**src/ccsc_defs.vh**
```
// Register map, field positions, reset values and timing counts of the clamp and coast control.
`ifndef CCSC_DEFS_VH
`define CCSC_DEFS_VH

`define CCSC_OFF_COAST_CLAMP    8'h18
`define CCSC_OFF_START_DELAY    8'h19
`define CCSC_OFF_CLAMP_LENGTH   8'h1A
`define CCSC_OFF_POL_AUTOOFF    8'h1B
`define CCSC_OFF_TEST_VALUE     8'h1C
`define CCSC_OFF_SLICER         8'h1D
`define CCSC_OFF_POWER_CHANNEL  8'h1E

`define CCSC_RST_COAST_CLAMP    8'h20
`define CCSC_RST_START_DELAY    8'h08
`define CCSC_RST_CLAMP_LENGTH   8'h20
`define CCSC_RST_POL_AUTOOFF    8'h5B
`define CCSC_RST_TEST_VALUE     8'hFF
`define CCSC_RST_SLICER         8'h78
`define CCSC_RST_POWER_CHANNEL  8'h30

`define CCSC_B_HOLD_SRC         7
`define CCSC_B_HOLD_POL_OVR     6
`define CCSC_B_HOLD_POL         5
`define CCSC_B_CLAMP_SRC        4
`define CCSC_B_RED_MID          3
`define CCSC_B_GREEN_MID        2
`define CCSC_B_BLUE_MID         1
`define CCSC_B_CLAMP_POL_OVR    7
`define CCSC_B_CLAMP_POL        6
`define CCSC_B_AUTO_OFF_EN      5
`define CCSC_B_UPD_HI           4
`define CCSC_B_UPD_LO           3
`define CCSC_B_THR_HI           7
`define CCSC_B_THR_LO           3
`define CCSC_B_SYNC_OUT_POL     2
`define CCSC_B_CHAN_OVR         7
`define CCSC_B_CHAN_SEL         6

`define CCSC_UPD_CLAMPS_0       8'd3
`define CCSC_UPD_CLAMPS_1       8'd48
`define CCSC_UPD_CLAMPS_2       8'd192
`define CCSC_UPD_FRAMES_3       8'd3

`endif

```
**src/ccsc_clamp_coast_sync_control.v**
```verilog
// Clamp, hold and embedded-sync control registers with their pulse and select logic.
//
// The APB slave port was decided locally.
`include "ccsc_defs.vh"
`timescale 1ns/1ps
`default_nettype none

module ccsc_clamp_coast_sync_control (
  input  wire        ref_clk,
  input  wire        rst_n,
  input  wire        psel,
  input  wire        penable,
  input  wire        pwrite,
  input  wire [31:0] paddr,
  input  wire [31:0] pwdata,
  output reg  [31:0] prdata,
  output reg         pready,
  output reg         pslverr,
  input  wire        line_sync_input_0,
  input  wire        line_sync_input_1,
  input  wire        green_embedded_sync_0,
  input  wire        green_embedded_sync_1,
  input  wire        frame_sync,
  input  wire        regen_sync,
  input  wire        filtered_sync,
  input  wire        ext_hold,
  input  wire        ext_hold_auto_high,
  input  wire        ext_clamp,
  input  wire        ext_clamp_auto_high,
  input  wire        sync_on_1_detected,
  input  wire        sync_on_0_detected,
  output reg         pll_hold,
  output reg         clamp_pulse,
  output reg  [2:0]  clamp_midscale,
  output reg         auto_offset_en,
  output reg         offset_update,
  output reg  [4:0]  slicer_threshold,
  output reg         embedded_sync_output,
  output reg         channel_pair,
  output reg  [7:0]  test_value
);

  // ==========================================================================
  // Register file
  // ==========================================================================
  localparam NREG = 7;

  wire [7:0] wordAddr = paddr[9:2];
  wire       aligned  = (paddr[1:0] == 2'b00) && (paddr[31:10] == 22'h00_0000);
  wire       hit      = aligned && (wordAddr >= `CCSC_OFF_COAST_CLAMP) &&
                        (wordAddr <= `CCSC_OFF_POWER_CHANNEL);
  wire [7:0] idxWide  = wordAddr - `CCSC_OFF_COAST_CLAMP;
  wire [2:0] idx      = idxWide[2:0];
  wire       access   = psel && penable && !pready;

  genvar g;
  generate
    for (g = 0; g < NREG; g = g + 1) begin : gReg
      // Each register resets straight to its default, a constant per entry.
      localparam [7:0] RST_VAL = (g == 0) ? `CCSC_RST_COAST_CLAMP :
                                 (g == 1) ? `CCSC_RST_START_DELAY :
                                 (g == 2) ? `CCSC_RST_CLAMP_LENGTH :
                                 (g == 3) ? `CCSC_RST_POL_AUTOOFF :
                                 (g == 4) ? `CCSC_RST_TEST_VALUE :
                                 (g == 5) ? `CCSC_RST_SLICER :
                                 `CCSC_RST_POWER_CHANNEL;
      reg [7:0] value;
      always @(posedge ref_clk or negedge rst_n) begin
        if (!rst_n) begin
          value <= RST_VAL;
        end else if (access && pwrite && hit && idx == g) begin
          value <= pwdata[7:0];
        end
      end
    end
  endgenerate

  wire [7:0] rCtl   = gReg[0].value;
  wire [7:0] rDelay = gReg[1].value;
  wire [7:0] rLen   = gReg[2].value;
  wire [7:0] rPol   = gReg[3].value;
  wire [7:0] rTest  = gReg[4].value;
  wire [7:0] rSlc   = gReg[5].value;
  wire [7:0] rPwr   = gReg[6].value;

  // ==========================================================================
  // APB slave: one wait state, unmapped addresses answer with pslverr
  // ==========================================================================
  always @(posedge ref_clk or negedge rst_n) begin
    if (!rst_n) begin
      pready  <= 1'b0;
      pslverr <= 1'b0;
      prdata  <= 32'h0000_0000;
    end else begin
      pready  <= access;
      pslverr <= access && !hit;
      if (access && !pwrite && hit) begin
        case (idx)
          3'd0:    prdata <= {24'h00_0000, rCtl};
          3'd1:    prdata <= {24'h00_0000, rDelay};
          3'd2:    prdata <= {24'h00_0000, rLen};
          3'd3:    prdata <= {24'h00_0000, rPol};
          3'd4:    prdata <= {24'h00_0000, rTest};
          3'd5:    prdata <= {24'h00_0000, rSlc};
          3'd6:    prdata <= {24'h00_0000, rPwr};
          default: prdata <= 32'h0000_0000;
        endcase
      end else if (access) begin
        prdata <= 32'h0000_0000;
      end
    end
  end

  // ==========================================================================
  // Channel pair and sync selection
  // ==========================================================================
  reg  autoPair;
  wire manualPair = rPwr[`CCSC_B_CHAN_OVR] ||
                    (sync_on_0_detected && sync_on_1_detected);
  wire next_pair  = manualPair ? rPwr[`CCSC_B_CHAN_SEL] : autoPair;
  always @* begin
    autoPair = sync_on_1_detected && !sync_on_0_detected;
  end

  wire lineSync = channel_pair ? line_sync_input_1 : line_sync_input_0;
  wire rawSlice = channel_pair ? green_embedded_sync_1 : green_embedded_sync_0;

  // ==========================================================================
  // Internal clamp pulse timed from the trailing edge of line sync
  // ==========================================================================
  localparam ST_IDLE  = 3'b001;
  localparam ST_DELAY = 3'b010;
  localparam ST_CLAMP = 3'b100;
  reg [2:0] state;
  reg [7:0] count;
  reg       lineSyncQ;
  wire      syncEnd = lineSyncQ && !lineSync;

  always @(posedge ref_clk or negedge rst_n) begin
    if (!rst_n) begin
      state     <= ST_IDLE;
      count     <= 8'h00;
      lineSyncQ <= 1'b0;
    end else begin
      lineSyncQ <= lineSync;
      if (rCtl[`CCSC_B_CLAMP_SRC]) begin
        state <= ST_IDLE;
        count <= 8'h00;
      end else begin
        case (state)
          ST_IDLE: begin
            if (syncEnd) begin
              state <= ST_DELAY;
              count <= 8'h01;
            end
          end
          ST_DELAY: begin
            if (count >= rDelay) begin
              state <= (rLen == 8'h00) ? ST_IDLE : ST_CLAMP;
              count <= 8'h01;
            end else begin
              count <= count + 8'h01;
            end
          end
          ST_CLAMP: begin
            if (count >= rLen) begin
              state <= ST_IDLE;
            end else begin
              count <= count + 8'h01;
            end
          end
          default: state <= ST_IDLE;
        endcase
      end
    end
  end

  // ==========================================================================
  // Output stage
  // ==========================================================================
  wire holdHigh  = rCtl[`CCSC_B_HOLD_POL_OVR] ? rCtl[`CCSC_B_HOLD_POL] :
                   ext_hold_auto_high;
  wire clampHigh = rPol[`CCSC_B_CLAMP_POL_OVR] ? rPol[`CCSC_B_CLAMP_POL] :
                   ext_clamp_auto_high;
  wire intClamp  = (state == ST_CLAMP);
  wire extActive = ext_clamp == clampHigh;
  reg  sliceSrc;
  always @* begin
    case (rSlc[1:0])
      2'b00:   sliceSrc = rawSlice;
      2'b01:   sliceSrc = lineSync;
      2'b10:   sliceSrc = regen_sync;
      default: sliceSrc = filtered_sync;
    endcase
  end

  // Offset loop pacing counts clamps or frame syncs.
  reg [7:0] updCount;
  reg       frameQ;
  reg       clampQ;
  wire      frameEdge = frame_sync && !frameQ;
  wire      clampEnd  = clampQ && !clamp_pulse;
  wire      useFrames = (rPol[`CCSC_B_UPD_HI:`CCSC_B_UPD_LO] == 2'b11);
  wire      tick      = useFrames ? frameEdge : clampEnd;
  reg [7:0] updLimit;
  always @* begin
    case (rPol[`CCSC_B_UPD_HI:`CCSC_B_UPD_LO])
      2'b00:   updLimit = `CCSC_UPD_CLAMPS_0;
      2'b01:   updLimit = `CCSC_UPD_CLAMPS_1;
      2'b10:   updLimit = `CCSC_UPD_CLAMPS_2;
      default: updLimit = `CCSC_UPD_FRAMES_3;
    endcase
  end

  always @(posedge ref_clk or negedge rst_n) begin
    if (!rst_n) begin
      pll_hold             <= 1'b0;
      clamp_pulse          <= 1'b0;
      clamp_midscale       <= 3'h0;
      auto_offset_en       <= 1'b0;
      offset_update        <= 1'b0;
      slicer_threshold     <= 5'h0F;
      embedded_sync_output <= 1'b1;
      channel_pair         <= 1'b0;
      test_value           <= 8'hFF;
      updCount             <= 8'h00;
      frameQ               <= 1'b0;
      clampQ               <= 1'b0;
    end else begin
      frameQ   <= frame_sync;
      clampQ   <= clamp_pulse;
      pll_hold <= rCtl[`CCSC_B_HOLD_SRC] ? (ext_hold == holdHigh) : frame_sync;
      clamp_pulse <= rCtl[`CCSC_B_CLAMP_SRC] ? extActive : intClamp;
      clamp_midscale <= rCtl[`CCSC_B_RED_MID:`CCSC_B_BLUE_MID];
      auto_offset_en <= rPol[`CCSC_B_AUTO_OFF_EN];
      slicer_threshold <= rSlc[`CCSC_B_THR_HI:`CCSC_B_THR_LO];
      embedded_sync_output <= rSlc[`CCSC_B_SYNC_OUT_POL] ? sliceSrc : !sliceSrc;
      channel_pair <= next_pair;
      test_value   <= rTest;
      offset_update <= 1'b0;
      if (!rPol[`CCSC_B_AUTO_OFF_EN]) begin
        updCount <= 8'h00;
      end else if (tick) begin
        if (updCount + 8'h01 >= updLimit) begin
          updCount      <= 8'h00;
          offset_update <= 1'b1;
        end else begin
          updCount <= updCount + 8'h01;
        end
      end
    end
  end

endmodule

`default_nettype wire

```
**config.mk**
```make
export PLATFORM = sky130hd
export DESIGN_NAME = ccsc_clamp_coast_sync_control
export DESIGN_NICKNAME = d
export VERILOG_FILES = /design/src/ccsc_clamp_coast_sync_control.v
export VERILOG_INCLUDE_DIRS = /design/src /design/src/src
export SDC_FILE = /design/constraint.sdc
export NUM_CORES = 1
export LEC_CHECK = 0
export BUFFER_PORTS_ARGS = -buffer_cell sky130_fd_sc_hd__buf_4
export CAP_MARGIN = 20
export CELL_PAD_IN_SITES_DETAIL_PLACEMENT = 0
export CELL_PAD_IN_SITES_GLOBAL_PLACEMENT = 1
export CORE_UTILIZATION = 46
export DETAILED_ROUTE_END_ITERATION = 10
export GPL_TIMING_DRIVEN = 0
export PLACE_DENSITY_LB_ADDON = 0.1
export SLEW_MARGIN = 20
export SYNTH_ARGS = -nofsm -noshare
export SYNTH_HDL_FRONTEND = slang
export SYNTH_SLANG_ARGS = --single-unit
```
**constraint.sdc**
```tcl
create_clock -name ref_clk -period 4.05 [get_ports ref_clk]
set_input_delay 0.6075 -clock ref_clk [delete_from_list [all_inputs] [get_ports ref_clk]]
set_output_delay 0.6075 -clock ref_clk [all_outputs]
set_load 0.02 [all_outputs]
```
# Yosys cells after proc, flatten, opt, wreduce, memory -nomap -nowiden

Cells that the tools add are included.

Order comparisons: 5
Multiplexer cells: 31
Eq/ne operators: 21
Reduce and logical (&&, ||, !) cells: 40
Add/subtract/negate cells: 3

Operators with widths:

| cell                                                              | number |
|---|---|
| two-way mux 32 bit                                                | 2 |
| two-way mux 8 bit                                                 | 7 |
| case mux 8 bit (7 select lines)                                   | 1 |
| greater-or-equal comparator 8 bit                                 | 3 |
| case mux 8 bit (3 select lines)                                   | 1 |
| logical AND 1 bit                                                 | 22 |
| zero test 22 bit                                                  | 1 |
| adder 8 x 1 -> 8 bit, second input constant                       | 2 |
| case mux 8 bit (2 select lines)                                   | 1 |
| two-way mux 3 bit                                                 | 5 |
| equality test 3 bit, second input constant                        | 4 |
| two-way mux 1 bit                                                 | 12 |
| equality test 3 x 2 -> 1 bit, second input constant               | 3 |
| inequality test 3 bit, second input constant                      | 3 |
| case mux 3 bit (3 select lines)                                   | 1 |
| greater-or-equal comparator 8 x 5 -> 1 bit, second input constant | 1 |
| <= comparator 8 x 5 -> 1 bit, second input constant               | 1 |
| zero test 1 bit                                                   | 8 |
| zero test 8 bit                                                   | 1 |
| equality test 2 bit, second input constant                        | 3 |
| equality test 3 x 1 -> 1 bit, second input constant               | 2 |
| AND reduction 3 bit                                               | 2 |
| equality test 2 x 1 -> 1 bit, second input constant               | 2 |
| zero test 2 bit                                                   | 2 |
| other kinds (9)                                                   | 10 |

Word-level logic and storage cells: 125
Output and inout bits: 56
Flip-flop bits (word level): 134
Bits of input ports: 82

# Longest topological paths before layout

Gate-level depths: netlist of the first run.

Word-level depth: 6
Depth in mapped cells: 10
Mapped depth without buffers: 10

# Worst setup path after synthesis of the first run

No wires, ideal clock.

Kind: input port to flip-flop
Start point: input port paddr[2]
End point: register gReg[0].value[0]
Stages on the path: 7
Arrival: 2.486 ns
Library setup time: 0.125 ns
Slack: 1.439 ns
Path buffers: 2
Path through: buf_4 > and3_4 > nand3b_1 > or4_1 > buf_2 > nor4b_4 > mux2_2

Word-level cells in the longest chain between the ends: 5
Elaborated cells on any way between the ends: 8

RTL lines:

| what                                                        | RTL line                           | source |
|---|---|---|
| start: declaration                                          | ccsc_clamp_coast_sync_control.v:14 | `input wire [31:0] paddr,` |
| greater-or-equal comparator 8 x 5 -> 1 bit (no source line) | n/a                                |  |
| logical AND 1 bit (2 in a row)                              | ccsc_clamp_coast_sync_control.v:50 | `` wire hit = aligned && (wordAddr >= `CCSC_OFF_COAST_CLAMP) && `` |
| logical AND 1 bit                                           | ccsc_clamp_coast_sync_control.v:71 | `end else if (access && pwrite && hit && idx == g) begin` |
| logical AND 1 bit *                                         | ccsc_clamp_coast_sync_control.v:71 |  |
| end signal: assignment                                      | ccsc_clamp_coast_sync_control.v:72 | `value <= pwdata[7:0];` |
| end: declaration                                            | ccsc_clamp_coast_sync_control.v:67 | `reg [7:0] value;` |

Mark *: on every way between the ends. The rest lies on a longest branch, timed or not.
A chain may end at the register's enable or synchronous reset.

# Worst setup path in the final report of the first run

Start point: register count[6]
End point: register count[4]

Word-level cells in the longest chain between the ends: 4
Elaborated cells on any way between the ends: 7

RTL lines:

| what                              | RTL line                            | source |
|---|---|---|
| start: declaration                | ccsc_clamp_coast_sync_control.v:135 | `reg [7:0] count;` |
| start signal: assignment          | ccsc_clamp_coast_sync_control.v:162 | `count <= count + 8'h01;` |
| start signal: assignment          | ccsc_clamp_coast_sync_control.v:169 | `count <= count + 8'h01;` |
| greater-or-equal comparator 8 bit | ccsc_clamp_coast_sync_control.v:158 | `if (count >= rDelay) begin` |
| two-way mux 8 bit                 | ccsc_clamp_coast_sync_control.v:158 |  |
| case mux 8 bit (3 select lines)   | ccsc_clamp_coast_sync_control.v:150 | `case (state)` |
| two-way mux 8 bit                 | ccsc_clamp_coast_sync_control.v:146 | `` if (rCtl[`CCSC_B_CLAMP_SRC]) begin `` |

Several ways; a longest one is shown, not always the timed one.

==> qor.txt, run 1 <==
status: finished, final reports clean
critical path arrival: 3.15 ns
I/O pin count: 138
clk sink count: 110
Residual DRC: 0
Yosys reg bits: 110
Cell variety after synth: 60
fraction of layout cells with a size suffix above 1: 0.386
largest net degree at the start of global routing: 111
CP Launch Type: register
Core ar.: 12,200 sq um
Slew Limit Headroom: 0.293
num rows: 40
Warnings, synthesis: 0
top routing layer used: met4
met3 WL: 711 um
Gate Count Post-Synth: 504
# hold bufs at CTS: 0
Iter 0 DRT Violations: 162
H-tree levels: 3
final worst slack: 1.15 ns
wire per inst: 16.9 um
number of global-route vias before repair: 4,297
leakage power figure: 3.35 nW
total CTS buffers: 9
Synth async-reset ratio: 1.00
CTS root buffer: clkbuf_16
ANT cells: 0
Yosys top cell area share: 0.319
reg-to-reg slack, setup: 1.15 ns
Setup Buffers After CTS: 0
synth top area cells: dfrtp_1, dfstp_2, mux2_2
clock transition at the registers of the reported paths: 0.08 ns
met2 routed wirelength: 6470 um
Post-synth EDFFs: 0
FF-to-FF Start: count[6]
post-synth top area cell: dfrtp_1
CP Capture Point: count[4]
Clk Latency, worst-skew pair: 0.36 ns
Top FF cell, synth: dfrtp_1
P&R area growth vs syn: 22.2%
cts repair resizes: 0
Tot GR Track Use: 0.225
global route overflow: 0
CTS tree: yes
clock skew: 0.00951 ns
antenna violations before repair: 0
critical path class: register to register
Critical Path RT: 4.30 ns
GPL Wtd Cong: 0.833
initial core utilization: 0.477
Power Dens Cells: 330 nW/um^2
synth cell count leaders: dfrtp_1, mux2_2, dfstp_2
Routed Antenna Nets: 0
Die H: 114 um
Setup crit start: count[6]
WL met1: 6140 um
MaxCap Viol Count: 0
Slew Limit Fails: 0
Peak Freq: 345 MHz
Final Hold Fails: 0
final wirelength: 13,500 um
FF-to-FF path depth: 7
maximum VDD drop: 0.264 mV
dpl hpwl: 10,300 um
crit path time final: 2.90 ns
post-route cell area: 7090 sq um
worst-path fanout max: 10
placed inst area: 6750 sq um
crit share post-route: 0.716
Worst R2R End: count[4]
port bufs: 86
dpl ws: 1.01 ns
Vias/cell: 5.28
Setup violations, final: 0
Worst Setup End Kind: register
RSZ-0062 raised after global routing: no
Synth Area per Inst: 11.5 sq um
Layout Nets: 734
post-synthesis sequential area ratio: 0.482
first-pass GRT wire length: 22,200 um
Vias: 4,212
setup TNS: 0 ns
First-pass DRT Iterations: 4
die area: 13,100 sq um
slew of the pin with the lowest slew margin: 1.06 ns
Min-Delay Path Class: primary input to async pin
clock buffer depth: 2
count leader, synth: dfrtp_1
die width: 114 um
Syn Std Cell Area: 5800 sq um
-- through the flow --
stage	hold slack (ns)	util	std cells	power, mW
2_1_floorplan	0.312	-	527	1.31
3_3_place_gp	0.364	0.555	781	1.42
3_5_place_dp	0.363	0.555	781	1.43
4_1_cts	0.365	0.581	797	2.36
5_1_grt	0.215	0.583	798	2.45
6_report	0.187	0.583	798	2.34
-- cells by family (layout without fill, tap and decap cells) --
family,Yosys count,count (layout),share of synthesized area
AO/OA/AOI/OAI,91,91,0.105
XOR/XNOR,9,9,0.0136
adder cells (fa/ha/maj),27,27,0.0582
buffers and inverters,69,172,0.0625
flip-flops,110,110,0.482
multiplexers,76,76,0.157
other,1,24,0.000646
AND/OR/NAND/NOR,121,121,0.121
-- layer usage --
layer / up-vias / global-route usage
li1: 2026 / -
met2: 120 / 0.375
met3: 13 / 0.0371
met4: 0 / 0.0779
met5: - / 0
met1: 2053 / 0.299
-- worst min path at each step --
stage,startpoint,end,cells after the start
final,rst_n,updCount[5],1
after CTS,frame_sync,frameQ,1
after floorplan,rst_n,auto_offset_en,0
after detailed placement,gReg[5].value[5],slicer_threshold[2],0
after global routing,rst_n,updCount[6],1
after global placement,gReg[5].value[3],slicer_threshold[0],0
-- power breakdown --
part	internal (mW)	switching, mW
clock	0.505	0.419
combinational	0.114	0.155
sequential	1.12	0.0212
total	1.74	0.595
-- sequential cells by signal (all words and copies together), names as in the netlist, 3 cells and up --
signal            cells
slicer_threshold      5
prdata                8
clamp_midscale        3
state                 3
test_value            8
count                 8
updCount              8
gReg.value           56
-- final cells by class --
type,instances,area (sq um)
inverters,32,120
plain buffers,37,243
multi-input cells,348,2730
clock buffers,11,243
well taps,168,210
fillers,1033,5070
flip-flops and latches,110,2800
repair buffers,87,677
clock inverters,5,63.8
-- critical path, cell delays in order, from the launching register on --
cell and delay (ns):
dfrtp_1 0.45, ha_1 0.31, a21o_1 0.18, a221o_1 0.38, a211oi_1 0.71, clkbuf_1 0.41
nor2_1 0.13, a221oi_1 0.23
-- layout by cell type (no fill, tap or decap), types with 3 or more instances in the layout --
cell         n
a211oi_1     4
a21o_1       5
a21oi_1      9
a221oi_1     3
a22o_1       6
a22oi_1      3
and3_1       5
buf_4      110
clkbuf_1     9
clkbuf_16    9
conb_1      24
dfrtp_1     74
dfstp_2     36
ha_1        27
inv_1       32
mux2_2      60
mux2i_1      9
mux4_2       6
nand2_1     27
nand3_1     16
nand3b_1     3
nand4_1      5
nor2_1      18
nor2b_1     10
nor3_1       5
nor4_1      10
nor4b_1      4
o211ai_1    12
o21ai_0     30
or2_2        4
xnor2_1      4
xor2_1       5
No activity file was read; power rests on OpenSTA's default activity.
==> inputs of run 2 (changes only) <==
Settings changed: CORE_UTILIZATION 46 to 42.
Clock period 4.05 ns to 2.75 ns, I/O delays scaled along.
==> run 2 against run 1 <==
Utilization shrank 5.1 points. Non-clock buffer count grew 1. Critical path depth shrank 1. Clock skew shrank 0.0031 ns. Power grew 44%. First-iteration DRC count grew 15%. Clock power grew 40%. Final cell count grew 1.1%. Global-route usage shrank 1.7 points. Flip-flop and latch count is the same. Sequential power grew 48%. Via count grew 1.7%. Critical path type is now primary input to register. Largest cell class unchanged.
==> qor.txt, run 2 (synthesis results as in run 1) <==
status: finished, final reports clean
placed cells: 789 (+1.0%)
Die H: 120 um (+4.6%)
Core ar.: 13,300 sq um (+9.8%)
maximum VDD drop: 0.303 mV (+15%)
Power Dens Cells: 474 nW/um^2 (+44%)
worst-path fanout max: 8 (-2)
Slew Limit Headroom: 0.342 (+0.0489)
clock transition at the registers of the reported paths: 0.07 ns (about the same)
commonest non-fill, non-tap cells in the layout: buf_4, dfrtp_1, mux2_2
Setup violations, final: 0 (unchanged)
CP Launch Type: primary input
CTS root buffer: clkbuf_16
Tot GR Track Use: 0.208 (-0.0174)
Min-Delay Path Class: primary input to async pin
Iter 0 DRT Violations: 187 (+15%)
clk sink count: 110 (unchanged)
H-tree levels: 3 (unchanged)
crit share post-route: 0.936
Slew Limit Fails: 0 (unchanged)
fraction of layout cells with a size suffix above 1: 0.396 (+0.0105)
# hold bufs at CTS: 0 (unchanged)
top routing layer used: met4
placed inst area: 6760 sq um (+0.15%)
MaxCap Viol Count: 0 (unchanged)
commonest non-fill, non-tap cell in the layout: buf_4
Final Hold Fails: 0 (unchanged)
Vias/cell: 5.31 (+0.53%)
RSZ-0062 raised after global routing: no
global route overflow: 0 (unchanged)
first-pass GRT wire length: 22,800 um (+2.8%)
GPL Wtd Cong: 0.900 (+8.1%)
wire per inst: 17.1 um (+0.84%)
clock skew: 0.00640 ns (-0.00311 ns)
ANT cells: 0 (unchanged)
met3 WL: 753 um (+5.9%)
clock buffer depth: 2 (unchanged)
initial core utilization: 0.435 (-0.0424)
largest net degree at the start of global routing: 111 (unchanged)
WL met1: 6120 um (-0.23%)
Critical Path RT: 2.99 ns (-1.31 ns)
Worst Setup End Kind: register
dpl hpwl: 10,400 um (+0.90%)
Peak Freq: 388 MHz
CP Cell Sequence: buf_4 > nor4_1 > nand4_1 > nor4_1 > nand4_1 > mux2_2
Vias: 4,282 (+1.7%)
CP max stage cell: nand4_1
crit path time final: 2.58 ns
Top delay family on crit path: simple AND/OR/NAND/NOR gates
antenna violations before repair: 0 (unchanged)
buffer and inverter count on the worst path: 1 (unchanged)
register bank with the most flops: gReg.value
Routed Antenna Nets: 0 (unchanged)
final wirelength: 13,800 um (+2.0%)
met2 routed wirelength: 6590 um (+1.9%)
number of global-route vias before repair: 4,394 (+2.3%)
critical path class: primary input to register
post-route cell area: 7100 sq um (+0.19%)
CTS tree: yes
total CTS buffers: 9 (unchanged)
die width: 120 um (+4.6%)
Clk Latency, worst-skew pair: 0.36 ns (about the same)
Layout Nets: 735 (+0.14%)
leakage power figure: 3.33 nW (-0.52%)
fin cells: 807 (+1.1%)
die area: 14,300 sq um (+9.4%)
Residual DRC: 0 (unchanged)
CP max stage delay: 0.66 ns (-0.05 ns)
port bufs: 86 (unchanged)
critical path arrival: 2.82 ns (-0.33 ns)
P&R area growth vs syn: 22.4%
num rows: 42 (+5.0%)
I/O pin count: 138 (unchanged)
First-pass DRT Iterations: 5 (+1)
max reg flops: 56 (unchanged)
slew of the pin with the lowest slew margin: 0.987 ns (-0.0710 ns)
## run 2: cell count changes in the layout (fill, tap and decap cells not counted), sizes merged
cell / previous run / this run
clkinvlp: 0 / 2
buf: 116 / 117
bufinv: 1 / 0
clkbuf: 19 / 18
clkinv: 1 / 0
inv: 35 / 36
## run 2: worst paths after layout
path	endpoint	cells after the start	startpoint	slack [ns]
min in group ref_clk	frameQ	1	frame_sync	0.19
max in group asynchronous	slicer_threshold[4]	1	rst_n	1.91
min	updCount[5]	1	rst_n	0.14
min reg2reg	test_value[5]	0	gReg[4].value[5]	0.38
max	gReg[6].value[2]	6	paddr[12]	0.17
max reg2reg	count[7]	7	count[5]	0.18
## run 2: timing repair
| item | CTS | global route |
|---|---|---|
| pin swaps | 0 | 1 |
| resized for setup | 2 | 6 |
| endpoints found under the setup margin | 14 | 11 |
| setup buffers | 0 | 2 |
## run 2: layer usage
layer	up-vias	global-route usage
met3	18	0.0547
met5	-	0
met2	122	0.344
met4	0	0.0703
met1	2109	0.264
li1	2033	-
## run 2: where the power goes
group          leakage, nW  internal, mW  switching (mW)
clock                0.138         0.656           0.629
sequential            1.39          1.65          0.0378
combinational         1.80         0.164           0.228
## run 2: area by class of cell
| cell class | instances | area (sq um) |
|---|---|---|
| Clock inverter | 6 | 52.6 |
| Clock buffer | 10 | 239 |
| Inverter | 32 | 120 |
| Sequential cell | 110 | 2800 |
| Fill cell | 1233 | 6250 |
| Buffer | 37 | 244 |
| Multi-Input combinational cell | 348 | 2760 |
| Tap cell | 176 | 220 |
| Timing Repair Buffer | 88 | 664 |
## run 2: through the flow
step | power [mW] | hold slack, ns | util | setup WS (ns) | setup TNS (ns)
final | 3.37 | 0.138 | 0.532 | 0.175 | 0
after global routing | 3.53 | 0.167 | 0.532 | 0.0134 | 0
after detailed placement | 2.11 | 0.367 | 0.507 | -0.153 | -3.99
after floorplan | 1.93 | 0.117 | - | 0.306 | 0
after CTS | 3.41 | 0.173 | 0.529 | 0.0355 | 0
after global placement | 2.10 | 0.363 | 0.506 | -0.206 | -2.58
